File: config.mk
export PLATFORM = sky130hd
export DESIGN_NAME = kxs_error_stats
export DESIGN_NICKNAME = d
export VERILOG_FILES = /design/src/core/kxs_pkg.sv /design/src/core/kxs_cnt_if.sv /design/src/core/kxs_sat_counter.sv /design/src/core/kxs_error_stats.sv
export SDC_FILE = /design/constraint.sdc
export NUM_CORES = 1
export LEC_CHECK = 0
export BUFFER_PORTS_ARGS = -buffer_cell sky130_fd_sc_hd__buf_2
export CAP_MARGIN = 0
export CORE_UTILIZATION = 62
export DETAILED_ROUTE_END_ITERATION = 16
export GPL_TIMING_DRIVEN = 0
export MAX_ROUTING_LAYER = met4
export PLACE_DENSITY = 0.82
export SLEW_MARGIN = 20
export SYNTH_ARGS = -nofsm -noshare
export SYNTH_HDL_FRONTEND = slang
export SYNTH_SLANG_ARGS = --single-unit
File: constraint.sdc
create_clock -name mclk -period 9.1 [get_ports mclk]
set_input_delay 0.91 -clock mclk [delete_from_list [all_inputs] [get_ports mclk]]
set_output_delay 0.91 -clock mclk [all_outputs]
set_load 0.02 [all_outputs]
File: src/core/kxs_pkg.sv
package kxs_pkg;

  // column geometry
  localparam int           LANES          = 4;
  localparam int           LANE_W         = 8;
  localparam int           REG_W          = 16;
  localparam int           PAT_W          = 32;
  localparam int           DEVAD_W        = 5;
  localparam int           ADDR_W         = 16;

  // management device and register offsets
  localparam logic [4:0]   MGMT_DEVAD     = 5'h01;
  localparam logic [15:0]  ADDR_LANE2_EOP = 16'h8012;
  localparam logic [15:0]  ADDR_LANE3_EOP = 16'h8013;
  localparam logic [15:0]  ADDR_TX_DROP   = 16'h8014;
  localparam logic [15:0]  ADDR_TX_INS    = 16'h8015;
  localparam logic [15:0]  ADDR_RX_DROP   = 16'h8016;
  localparam logic [15:0]  ADDR_RX_INS    = 16'h8017;
  localparam logic [15:0]  ADDR_STATUS    = 16'h8018;
  localparam logic [15:0]  ADDR_PAT_HIGH  = 16'h8019;
  localparam logic [15:0]  ADDR_PAT_LOW   = 16'h801a;

  // reset values
  localparam logic [15:0]  CNT_RESET      = 16'hfffd;
  localparam logic [15:0]  PAT_HIGH_RESET = 16'hffff;
  localparam logic [31:0]  PAT_RESET      = {PAT_HIGH_RESET, CNT_RESET};
  localparam logic [15:0]  STATUS_RESET   = 16'h0000;
  localparam logic [15:0]  READ_ZERO      = 16'h0000;

  // status field positions
  localparam int           SYNC_BIT       = 15;
  localparam int           START_BIT      = 5;
  localparam int           TERM_BIT       = 4;
  localparam int           LANE_FLAG_LSB  = 0;

  // counter slots for the 16-bit counters
  localparam int           CNT16_NUM      = 6;
  localparam int           IDX_LANE2_EOP  = 0;
  localparam int           IDX_LANE3_EOP  = 1;
  localparam int           IDX_TX_DROP    = 2;
  localparam int           IDX_TX_INS     = 3;
  localparam int           IDX_RX_DROP    = 4;
  localparam int           IDX_RX_INS     = 5;

  // control codes seen on the parallel side
  localparam logic [7:0]   CODE_IDLE      = 8'h07;
  localparam logic [7:0]   CODE_K         = 8'hbc;
  localparam logic [7:0]   CODE_A         = 8'h7c;
  localparam logic [7:0]   CODE_R         = 8'h1c;
  localparam logic [7:0]   CODE_SEQ       = 8'h9c;
  localparam logic [7:0]   CODE_START     = 8'hfb;
  localparam logic [7:0]   CODE_TERM      = 8'hfd;
  localparam logic [7:0]   CODE_ERROR     = 8'hfe;

  typedef logic [15:0] kxs_word_type;

  function automatic logic [7:0] kxs_lane_byte(input logic [31:0] data, input int lane);
    return data[lane*LANE_W +: LANE_W];
  endfunction

  function automatic logic kxs_ctrl_ok(input logic [7:0] code);
    return (code == CODE_IDLE) || (code == CODE_K) || (code == CODE_A) ||
           (code == CODE_R) || (code == CODE_SEQ) || (code == CODE_START) ||
           (code == CODE_TERM) || (code == CODE_ERROR);
  endfunction

endpackage

File: src/core/kxs_cnt_if.sv
`timescale 1ns/1ps
interface kxs_cnt_if #(parameter int W = 16);
  logic         inc;
  logic [W-1:0] clr_mask;
  logic [W-1:0] value;
  modport owner (input inc, input clr_mask, output value);
  modport user  (output inc, output clr_mask, input value);
endinterface

File: src/core/kxs_sat_counter.sv
`timescale 1ns/1ps
module kxs_sat_counter #(
  parameter int           W     = 16,
  parameter logic [W-1:0] RESET = '0
) (
  input  wire logic  mclk,  // core clock
  input  wire logic  rst_n, // synchronised reset, active low
  kxs_cnt_if.owner   cnt    // event, clear mask, count value
);
  logic [W-1:0] value_reg;
  logic [W-1:0] value_next;
  logic [W-1:0] base;

  always_comb begin
    base       = value_reg & ~cnt.clr_mask;
    value_next = base;
    if (cnt.inc && (base != {W{1'b1}})) begin
      value_next = base + W'(1);
    end
  end

  always_ff @(posedge mclk or negedge rst_n) begin
    if (!rst_n) begin
      value_reg <= RESET;
    end else begin
      value_reg <= value_next;
    end
  end

  assign cnt.value = value_reg;
endmodule

File: src/core/kxs_error_stats.sv
`timescale 1ns/1ps
// Notes on behaviour
// - Lane 2 terminate errs if lane 3 lacks /K/ or next column isn't all K/A.
// - Lane 3 terminate errs if the next column is neither all /K/ nor all /A/.
// - End-of-packet counters return their value on read, then clear to zero.
// - Transmit rate compensation idle drops counted in 16 bits, clear on read.
// - Transmit rate compensation idle inserts counted in 16 bits, clear on read.
// - Receive rate compensation idle drops counted in 16 bits, clear on read.
// - Receive rate compensation idle inserts counted in 16 bits, clear on read.
// - Status bit 15 shows transmit test pattern sync, read only.
// - Status bit 5 set on an invalid start column.
// - Status bit 4 set on an invalid terminate column.
// - Status bits 0 to 3 latch invalid characters per lane.
// - Upper half of 32-bit pattern error counter readable, clears on read.
// - Lower half of pattern error counter at next register, clears on read.
module kxs_error_stats (
  input  wire logic                                    mclk,             // core clock
  input  wire logic                                    resetn,           // async reset, active low
  input  wire logic [kxs_pkg::LANES*kxs_pkg::LANE_W-1:0] xgmii_data,     // one column per clock
  input  wire logic [kxs_pkg::LANES-1:0]               xgmii_ctrl,       // control flag per lane
  input  wire logic                                    tx_idle_drop,     // tx idle deleted, pulse
  input  wire logic                                    tx_idle_insert,   // tx idle added, pulse
  input  wire logic                                    rx_idle_drop,     // rx idle deleted, pulse
  input  wire logic                                    rx_idle_insert,   // rx idle added, pulse
  input  wire logic                                    tx_pattern_sync,  // checker in sync, level
  input  wire logic                                    tx_pattern_error, // pattern error, pulse
  input  wire logic                                    mgmt_rd_en,       // read strobe
  input  wire logic [kxs_pkg::DEVAD_W-1:0]             mgmt_devad,       // device address
  input  wire logic [kxs_pkg::ADDR_W-1:0]              mgmt_addr,        // register address
  output      logic [kxs_pkg::REG_W-1:0]               mgmt_rdata,       // read data
  output      logic                                    mgmt_rvalid       // read data valid, pulse
);
  import kxs_pkg::*;

  logic                rst_meta_reg;
  logic                rst_sync_reg;
  logic                rst_n;

  logic [LANES-1:0]    is_term;
  logic [LANES-1:0]    is_start;
  logic [LANES-1:0]    is_k;
  logic [LANES-1:0]    is_a;
  logic [LANES-1:0]    bad_char;
  logic                next_ka;
  logic                start_bad;
  logic                term_bad;

  logic                term2_pend_reg;
  logic                lane3_notk_reg;
  logic                term3_pend_reg;
  logic                eop2_evt;
  logic                eop3_evt;

  logic [CNT16_NUM-1:0] inc_vec;
  logic [CNT16_NUM-1:0] clr_sel;
  logic                 clr_pat_hi;
  logic                 clr_pat_lo;
  logic                 status_rd;
  logic                 rd_hit;
  kxs_word_type         rd_val;
  kxs_word_type         cnt_val [CNT16_NUM];
  logic [PAT_W-1:0]     pat_val;

  kxs_word_type         flag_set;
  kxs_word_type         flags_reg;
  kxs_word_type         flags_next;
  kxs_word_type         status_val;

  kxs_word_type         mgmt_rdata_reg;
  logic                 mgmt_rvalid_reg;

  // reset release through two stages
  always_ff @(posedge mclk or negedge resetn) begin
    if (!resetn) begin
      rst_meta_reg <= 1'b0;
      rst_sync_reg <= 1'b0;
    end else begin
      rst_meta_reg <= 1'b1;
      rst_sync_reg <= rst_meta_reg;
    end
  end

  assign rst_n = rst_sync_reg;

  // per-lane column decode
  always_comb begin
    for (int i = 0; i < LANES; i++) begin
      is_term[i]  = xgmii_ctrl[i] && (kxs_lane_byte(xgmii_data, i) == CODE_TERM);
      is_start[i] = xgmii_ctrl[i] && (kxs_lane_byte(xgmii_data, i) == CODE_START);
      is_k[i]     = xgmii_ctrl[i] && (kxs_lane_byte(xgmii_data, i) == CODE_K);
      is_a[i]     = xgmii_ctrl[i] && (kxs_lane_byte(xgmii_data, i) == CODE_A);
      bad_char[i] = xgmii_ctrl[i] && !kxs_ctrl_ok(kxs_lane_byte(xgmii_data, i));
    end
  end

  assign next_ka = (&is_k) || (&is_a);

  // start only in lane 0, rest of the column data
  assign start_bad = (|is_start) && (!is_start[0] || (|xgmii_ctrl[LANES-1:1]));

  // terminate must be single with only data before it
  always_comb begin
    term_bad = (|is_term) && !$onehot(is_term);
    for (int i = 1; i < LANES; i++) begin
      for (int j = 0; j < i; j++) begin
        if (is_term[i] && xgmii_ctrl[j]) begin
          term_bad = 1'b1;
        end
      end
    end
  end

  // hold terminate context for the following column
  always_ff @(posedge mclk or negedge rst_n) begin
    if (!rst_n) begin
      term2_pend_reg <= 1'b0;
      lane3_notk_reg <= 1'b0;
      term3_pend_reg <= 1'b0;
    end else begin
      term2_pend_reg <= is_term[2];
      lane3_notk_reg <= !is_k[3];
      term3_pend_reg <= is_term[3];
    end
  end

  assign eop2_evt = term2_pend_reg && (lane3_notk_reg || !next_ka);
  assign eop3_evt = term3_pend_reg && !next_ka;

  always_comb begin
    inc_vec                = '0;
    inc_vec[IDX_LANE2_EOP] = eop2_evt;
    inc_vec[IDX_LANE3_EOP] = eop3_evt;
    inc_vec[IDX_TX_DROP]   = tx_idle_drop;
    inc_vec[IDX_TX_INS]    = tx_idle_insert;
    inc_vec[IDX_RX_DROP]   = rx_idle_drop;
    inc_vec[IDX_RX_INS]    = rx_idle_insert;
  end

  kxs_cnt_if #(.W(REG_W)) c16_if [CNT16_NUM] ();
  kxs_cnt_if #(.W(PAT_W)) pat_if ();

  for (genvar g = 0; g < CNT16_NUM; g++) begin : g_cnt16
    assign c16_if[g].inc      = inc_vec[g];
    assign c16_if[g].clr_mask = {REG_W{clr_sel[g]}};
    assign cnt_val[g]         = c16_if[g].value;

    kxs_sat_counter #(
      .W     (REG_W),
      .RESET (CNT_RESET)
    ) u_cnt (
      .mclk  (mclk),
      .rst_n (rst_n),
      .cnt   (c16_if[g])
    );
  end

  assign pat_if.inc      = tx_pattern_error;
  assign pat_if.clr_mask = {{REG_W{clr_pat_hi}}, {REG_W{clr_pat_lo}}};
  assign pat_val         = pat_if.value;

  kxs_sat_counter #(
    .W     (PAT_W),
    .RESET (PAT_RESET)
  ) u_pat_cnt (
    .mclk  (mclk),
    .rst_n (rst_n),
    .cnt   (pat_if)
  );

  always_comb begin
    flag_set            = STATUS_RESET;
    flag_set[START_BIT] = start_bad;
    flag_set[TERM_BIT]  = term_bad;
    flag_set[LANE_FLAG_LSB +: LANES] = bad_char;
  end

  assign flags_next = flag_set | (flags_reg & ~{REG_W{status_rd}});

  always_ff @(posedge mclk or negedge rst_n) begin
    if (!rst_n) begin
      flags_reg <= STATUS_RESET;
    end else begin
      flags_reg <= flags_next;
    end
  end

  always_comb begin
    status_val           = flags_reg;
    status_val[SYNC_BIT] = tx_pattern_sync;
  end

  assign rd_hit = mgmt_rd_en && (mgmt_devad == MGMT_DEVAD);

  // read selects value and clears it
  always_comb begin
    rd_val     = READ_ZERO;
    clr_sel    = '0;
    clr_pat_hi = 1'b0;
    clr_pat_lo = 1'b0;
    status_rd  = 1'b0;
    if (!rd_hit) begin
      rd_val = READ_ZERO;
    end else if (mgmt_addr == ADDR_LANE2_EOP) begin
      rd_val                 = cnt_val[IDX_LANE2_EOP];
      clr_sel[IDX_LANE2_EOP] = 1'b1;
    end else if (mgmt_addr == ADDR_LANE3_EOP) begin
      rd_val                 = cnt_val[IDX_LANE3_EOP];
      clr_sel[IDX_LANE3_EOP] = 1'b1;
    end else if (mgmt_addr == ADDR_TX_DROP) begin
      rd_val               = cnt_val[IDX_TX_DROP];
      clr_sel[IDX_TX_DROP] = 1'b1;
    end else if (mgmt_addr == ADDR_TX_INS) begin
      rd_val              = cnt_val[IDX_TX_INS];
      clr_sel[IDX_TX_INS] = 1'b1;
    end else if (mgmt_addr == ADDR_RX_DROP) begin
      rd_val               = cnt_val[IDX_RX_DROP];
      clr_sel[IDX_RX_DROP] = 1'b1;
    end else if (mgmt_addr == ADDR_RX_INS) begin
      rd_val              = cnt_val[IDX_RX_INS];
      clr_sel[IDX_RX_INS] = 1'b1;
    end else if (mgmt_addr == ADDR_STATUS) begin
      rd_val    = status_val;
      status_rd = 1'b1;
    end else if (mgmt_addr == ADDR_PAT_HIGH) begin
      rd_val     = pat_val[PAT_W-1:REG_W];
      clr_pat_hi = 1'b1;
    end else if (mgmt_addr == ADDR_PAT_LOW) begin
      rd_val     = pat_val[REG_W-1:0];
      clr_pat_lo = 1'b1;
    end else begin
      rd_val = READ_ZERO;
    end
  end

  always_ff @(posedge mclk or negedge rst_n) begin
    if (!rst_n) begin
      mgmt_rdata_reg <= READ_ZERO;
    end else if (mgmt_rd_en) begin
      mgmt_rdata_reg <= rd_val;
    end
  end

  always_ff @(posedge mclk or negedge rst_n) begin
    if (!rst_n) begin
      mgmt_rvalid_reg <= 1'b0;
    end else begin
      mgmt_rvalid_reg <= mgmt_rd_en;
    end
  end

  assign mgmt_rdata  = mgmt_rdata_reg;
  assign mgmt_rvalid = mgmt_rvalid_reg;
endmodule

# Word level (Yosys, flattened, before mapping)
# Index checks and enable logic that the tools add are counted.
[totals]
out_inout_bits = 17
inputBits = 66
ff_bits = 166
[op_classes]
bitwise_logic = 17
mux = 62
add_sub_neg = 10
n_eq_ne = 50
n_reduce_logical = 82
[op_table]
columns = ["cell", "count"]
rows = [
  ["2-to-1 mux 16 bit", 16],
  ["equality test 8 bit, second input constant", 20],
  ["equality test 16 bit, second input constant", 9],
  ["AND 16 bit", 7],
  ["inverter 16 bit", 7],
  ["adder 16 x 1 -> 16 bit, second input constant", 6],
  ["inequality test 16 bit, second input constant", 6],
  ["2-to-1 mux 1 bit", 40],
  ["logical AND 1 bit", 38],
  ["adder 32 x 1 -> 32 bit, second input constant", 1],
  ["AND 32 bit", 1],
  ["equality test 8 x 3 -> 1 bit, second input constant", 4],
  ["equality test 8 x 5 -> 1 bit, second input constant", 4],
  ["equality test 8 x 7 -> 1 bit, second input constant", 4],
  ["2-to-1 mux 32 bit", 1],
  ["inequality test 32 bit, second input constant", 1],
  ["inverter 32 bit", 1],
  ["logical OR 1 bit", 31],
  ["bitwise OR 6 x 16 -> 16 bit", 1],
  ["zero test 1 bit", 8],
  ["AND reduction 4 bit", 2],
  ["OR reduction 4 bit", 2],
  ["2-to-1 mux 6 bit", 1],
  ["equality test 5 x 1 -> 1 bit, second input constant", 1],
  ["8 further kinds", 9],
]

# Depth between registers and ports, before layout
[logic_depth]
word_depth = 16
depth_mapped = 14
depth_no_buf = 12

# Cells and area by module
# Synthesis repeated with hierarchy kept, for this count alone.
[unflattened]
cells_unflattened = 1157
hier_area_um2 = 11208.2
[by_module_without_submodules]
columns = ["module", "cells_per_inst", "area_per_inst_um2", "seq_area_each_um2", "n_inst"]
rows = [
  ["kxs_sat_counter (g_cnt16[0].u_cnt ...)", 86, 949.7, 419.2, 6],
  ["kxs_error_stats", 460, 3614.7, 925.9, 1],
  ["kxs_sat_counter (u_pat_cnt)", 181, 1895.6, 839.6, 1],
]

# Worst setup path before layout
# No wires, ideal clock.
[synth_path]
kind = "input port to flip-flop"
startpoint = "in mgmt_addr[7] (netlist name)"
endpoint = "reg g_cnt16[1].u_cnt.value_reg[9]"
t_arrival_ps = 4121
path_buffers = 2
setup_time_ps = 73
stages = 13
path_slack_ps = 4906
cell_sequence = "or4b_1 buf_2 or4_1 clkbuf_1 nor2_1 nor2_1 ha_1 nand4_1 nor4_1 nor4_1 o21ai_0 or4_1 a21oi_1"
[synth_between]
elab_chain_len = 9
elab_cells_between_ends = 11
classes_between = "add/sub: 1; eq/ne: 3; mux: 4; bitwise: 2; reduce/logical: 1"
[synth_rtl]
columns = ["item", "line", "text"]
rows = [
  ["start, declared", "kxs_error_stats.sv:29", "input wire logic [kxs_pkg::ADDR_W-1:0] mgmt_addr,"],
  ["equality test 16 bit", "kxs_error_stats.sv:206", "end else if (mgmt_addr == ADDR_LANE3_EOP) begin"],
  ["2-to-1 mux 1 bit", "kxs_error_stats.sv:206", ""],
  ["2-to-1 mux 5 bit *", "kxs_error_stats.sv:203", "end else if (mgmt_addr == ADDR_LANE2_EOP) begin"],
  ["2-to-1 mux 6 bit *", "kxs_error_stats.sv:201", "if (!rd_hit) begin"],
  ["inverter 16 bit *", "kxs_sat_counter.sv:15", "base = value_reg & ~cnt.clr_mask;"],
  ["AND 16 bit *", "kxs_sat_counter.sv:15", ""],
  ["branches (longest 2 deep; another with adder 16 x 1 -> 16 bit)", "n/a", ""],
  ["2-to-1 mux 16 bit *", "kxs_sat_counter.sv:17", "if (cnt.inc && (base != {W{1'b1}})) begin"],
  ["via g_cnt16[1].u_cnt.value_next[9]", "kxs_sat_counter.sv:11", "logic [W-1:0] value_next;"],
  ["end signal, assigned", "kxs_sat_counter.sv:26", "value_reg <= value_next;"],
  ["end, declared", "kxs_sat_counter.sv:10", "logic [W-1:0] value_reg;"],
]
# Mark *: on every way through the listed nets, which the timed path passes.
# A chain may end at the register's enable or synchronous reset.

# Worst setup path after layout
[layout_path]
startpoint = "in mgmt_addr[11] (netlist name)"
endpoint = "reg g_cnt16[1].u_cnt.value_reg[9]"
# Same word-level chain as after synthesis.

==> metrics <==
Syn Nets 1,278; Final Slew Violations 0; Initial Utilization a little under two thirds; Fin Clk Skew around 0.012 ns; first-pass GRT wire length between 50,000 and 60,000 µm; Port Buf Inserts 80; Async SR Flop Fraction 100.0%; Placed Area 0.01136 mm²; Tightest Hold Check Type in2async; antenna violations before repair 2; Bufs and invs on worst path 2; die area approximately 0.018 mm²; syn avg cell area 8.834 µm²; layout cells sized above 1 a little over a fifth; Lkg Pwr around 4.4 nW; outcome finished clean; vias around 10,000; grt ovf 0; Site Rows between 40 and 50; Die Ht 132.9 µm; Post-synth EDFFs 0; footprint of the multi-input gates 0.006086 mm²; CP max-delay cell or4_1; max reg flops 96; reg2reg end g_cnt16[5].u_cnt.cnt.value[5]; Fill cells about 1,300; post-route ant nets 0; Final Hold Viols 0; worst-case reg-to-reg path depth 8; CTS Sinks 165; Reg area around 0.0043 mm²; dpl ws 3.996 ns; Fmax achieved between 200 and 250 MHz; commonest non-fill, non-tap cell in the layout nand2_1; CP cell instances buf_2 > or4_1 > or4_1 > clkbuf_1 > nor2_1 > nor2_1 > ha_1 > nand4_1 > nor4_1 > nor4_1 > o21ai_0 > or4_1 > a21oi_1; Die Span X roughly 130 µm; final net count 1,379; CTS Buffer Depth 2; Most common cell on crit path or4_1; Critical Path AT 4.95 ns; max_cap viols 0; period utilization roughly half; area grow syn2layout 13.20%; Crit Path Category in2reg; Synth area leaders dfstp_2 (30%), dfrtp_1 (10%), nand2_1 (4.5%); Cells after DPL roughly 1,500; core box area approximately 0.017 mm²; cell family with most CP delay simple AND/OR/NAND/NOR gates; DRC 0; DRT iter0 DRCs around 1,100; Detailed Route WL ~33,000 µm; Avg WL per Cell about 21 µm; post-cts sizing count 0; power per cell area 172.0 mW/mm²; commonest non-fill, non-tap cells in the layout nand2_1 (126), dfstp_2 (121), nor2_1 (106); Setup TNS 0 ns; # setup viols final 0; Setup crit end kind flip-flop; Slew headroom roughly 37%; synth unique cells 78; Final Instance Area about 0.012 mm²; gpl congestion between 0.9 and 1; clk_lat worst skew between 0.4 and 0.5 ns; pin count of the biggest net entering global routing approximately 60; Worst-Margin Slew ~0.94 ns; Startpoint Class primary input; Synth Register Bits approximately 170; Clock transition at path regs roughly 0.070 ns; CP max FO 9; number of global-route vias before repair between 9,000 and 10,000; min Tclk post-route ~4.6 ns; root buf cell clkbuf_16; TritonCTS buffer count 17; Post-CTS Hold Buffers 0; GRT Util Overall just under 40%; CP Data Required Time 9.47 ns; Yosys top cell area share roughly 30%; CTS H-tree depth 4; cell taking the most area after synthesis dfstp_2; Main synth FF type dfstp_2; sequential fraction of the synthesis area 40.31%; CTS tree yes; synthesized area between 0.01 and 0.015 mm²; Vias/cell 6.777; Pre-Repair DR Iteration Count 6; Final Total Pwr a little over 2 mW; dpl hpwl around 24,000 µm; setup bufs post-CTS 0; worst r2r src g_cnt16[5].u_cnt.cnt.value[0]; Ys Warns 0; Crit path largest cell delay between 0.6 and 0.7 ns; setup ws final between 4 and 5 ns; reg2reg setup slack 6.40 ns; IO Pins a little over 80; worst vdd ir ~190 µV; Post-Syn Instances roughly 1,200; final std cells w/o fill between 1,500 and 2,000; RSZ-0062 raised after global routing false
-- power by group --
part	switching, mW	leakage (nW)	internal [mW]
registers	0.118	1.82	0.868
logic	0.155	2.31	0.127
clock network	0.333	0.305	0.467
-- worst max path at each step --
stage / start / to / cells past startpoint
4_1_cts: mgmt_addr[11] / g_cnt16[5].u_cnt.cnt.value[5] / 12
3_5_place_dp: mgmt_addr[11] / g_cnt16[5].u_cnt.cnt.value[1] / 10
3_3_place_gp: rst_n / mgmt_rdata[11] / 0
2_1_floorplan: rst_n / flags_reg[0] / 0
6_report: mgmt_addr[11] / g_cnt16[1].u_cnt.cnt.value[9] / 13
5_1_grt: mgmt_addr[7] / g_cnt16[1].u_cnt.cnt.value[9] / 14
-- final cells by class --
type | instances | share of cell area, %
repair buffers | 82 | 3.789
plain buffers | 51 | 1.665
clock inverters | 15 | 1.811
inverters | 19 | 0.5933
diodes | 2 | 0.04164
well taps | 220 | 2.290
clock buffers | 17 | 3.539
flip-flops and latches | 165 | 35.64
multi-input cells | 967 | 50.63
-- cells in the mapped netlist (7+ instances only) --
library cell / instances
and2_1: 16
buf_2: 7
and4_1: 17
a221oi_1: 25
xnor2_1: 54
a21oi_1: 65
or3_1: 36
o211ai_1: 8
nor2b_1: 19
o31ai_1: 11
nor3_1: 48
dfstp_2: 121
ha_1: 9
and3_1: 34
or4_1: 18
nor4_1: 29
clkbuf_1: 42
xor2_1: 36
a22oi_1: 16
a31oi_1: 9
o221ai_1: 16
inv_1: 19
dfrtp_1: 44
o21ai_0: 40
nor2_1: 106
nand3_1: 69
nand2_1: 126
nand4_1: 40
nand2b_1: 22
-- logic make-up (layout without fill, tap and decap cells) --
family	count (synthesis)	count (layout)	share of synthesized area, %
buffers and inverters	70	184	2.557
AND/OR/NAND/NOR	619	619	31.82
adder cells (fa/ha/maj)	10	10	1.249
AO/OA/AOI/OAI	235	235	15.40
XOR/XNOR	90	90	7.423
other	1	3	0.03531
multiplexers	12	12	1.202
flip-flops	165	165	40.31
-- worst register-to-register path: cells and delay by family, from the launching register on --
kind                     cells  cell delay (ns)
adder cells (fa/ha/maj)      1             0.27
buffers and inverters        1             0.38
AND/OR/NAND/NOR              4             0.72
flip-flops                   1             0.59
AO/OA/AOI/OAI                1             0.49
XOR/XNOR                     1             0.16
-- routing by layer --
metal,routed length [µm],share of wire [%],global-route usage (%)
met2,15160,46,58.52
met5,0,0,-
met1,13900,42,51.61
met3,2578,7.8,5.402
met4,1279,3.9,16.92
-- per-stage QoR --
stage	hold WS, ns	util, %
floorplan	0.3312	-
global route	0.2326	72.23
detailed placement	0.3380	68.26
global placement	0.3440	67.87
finish	0.2274	72.23
CTS	0.2277	72.12
No activity file was read; power rests on OpenSTA's default activity.
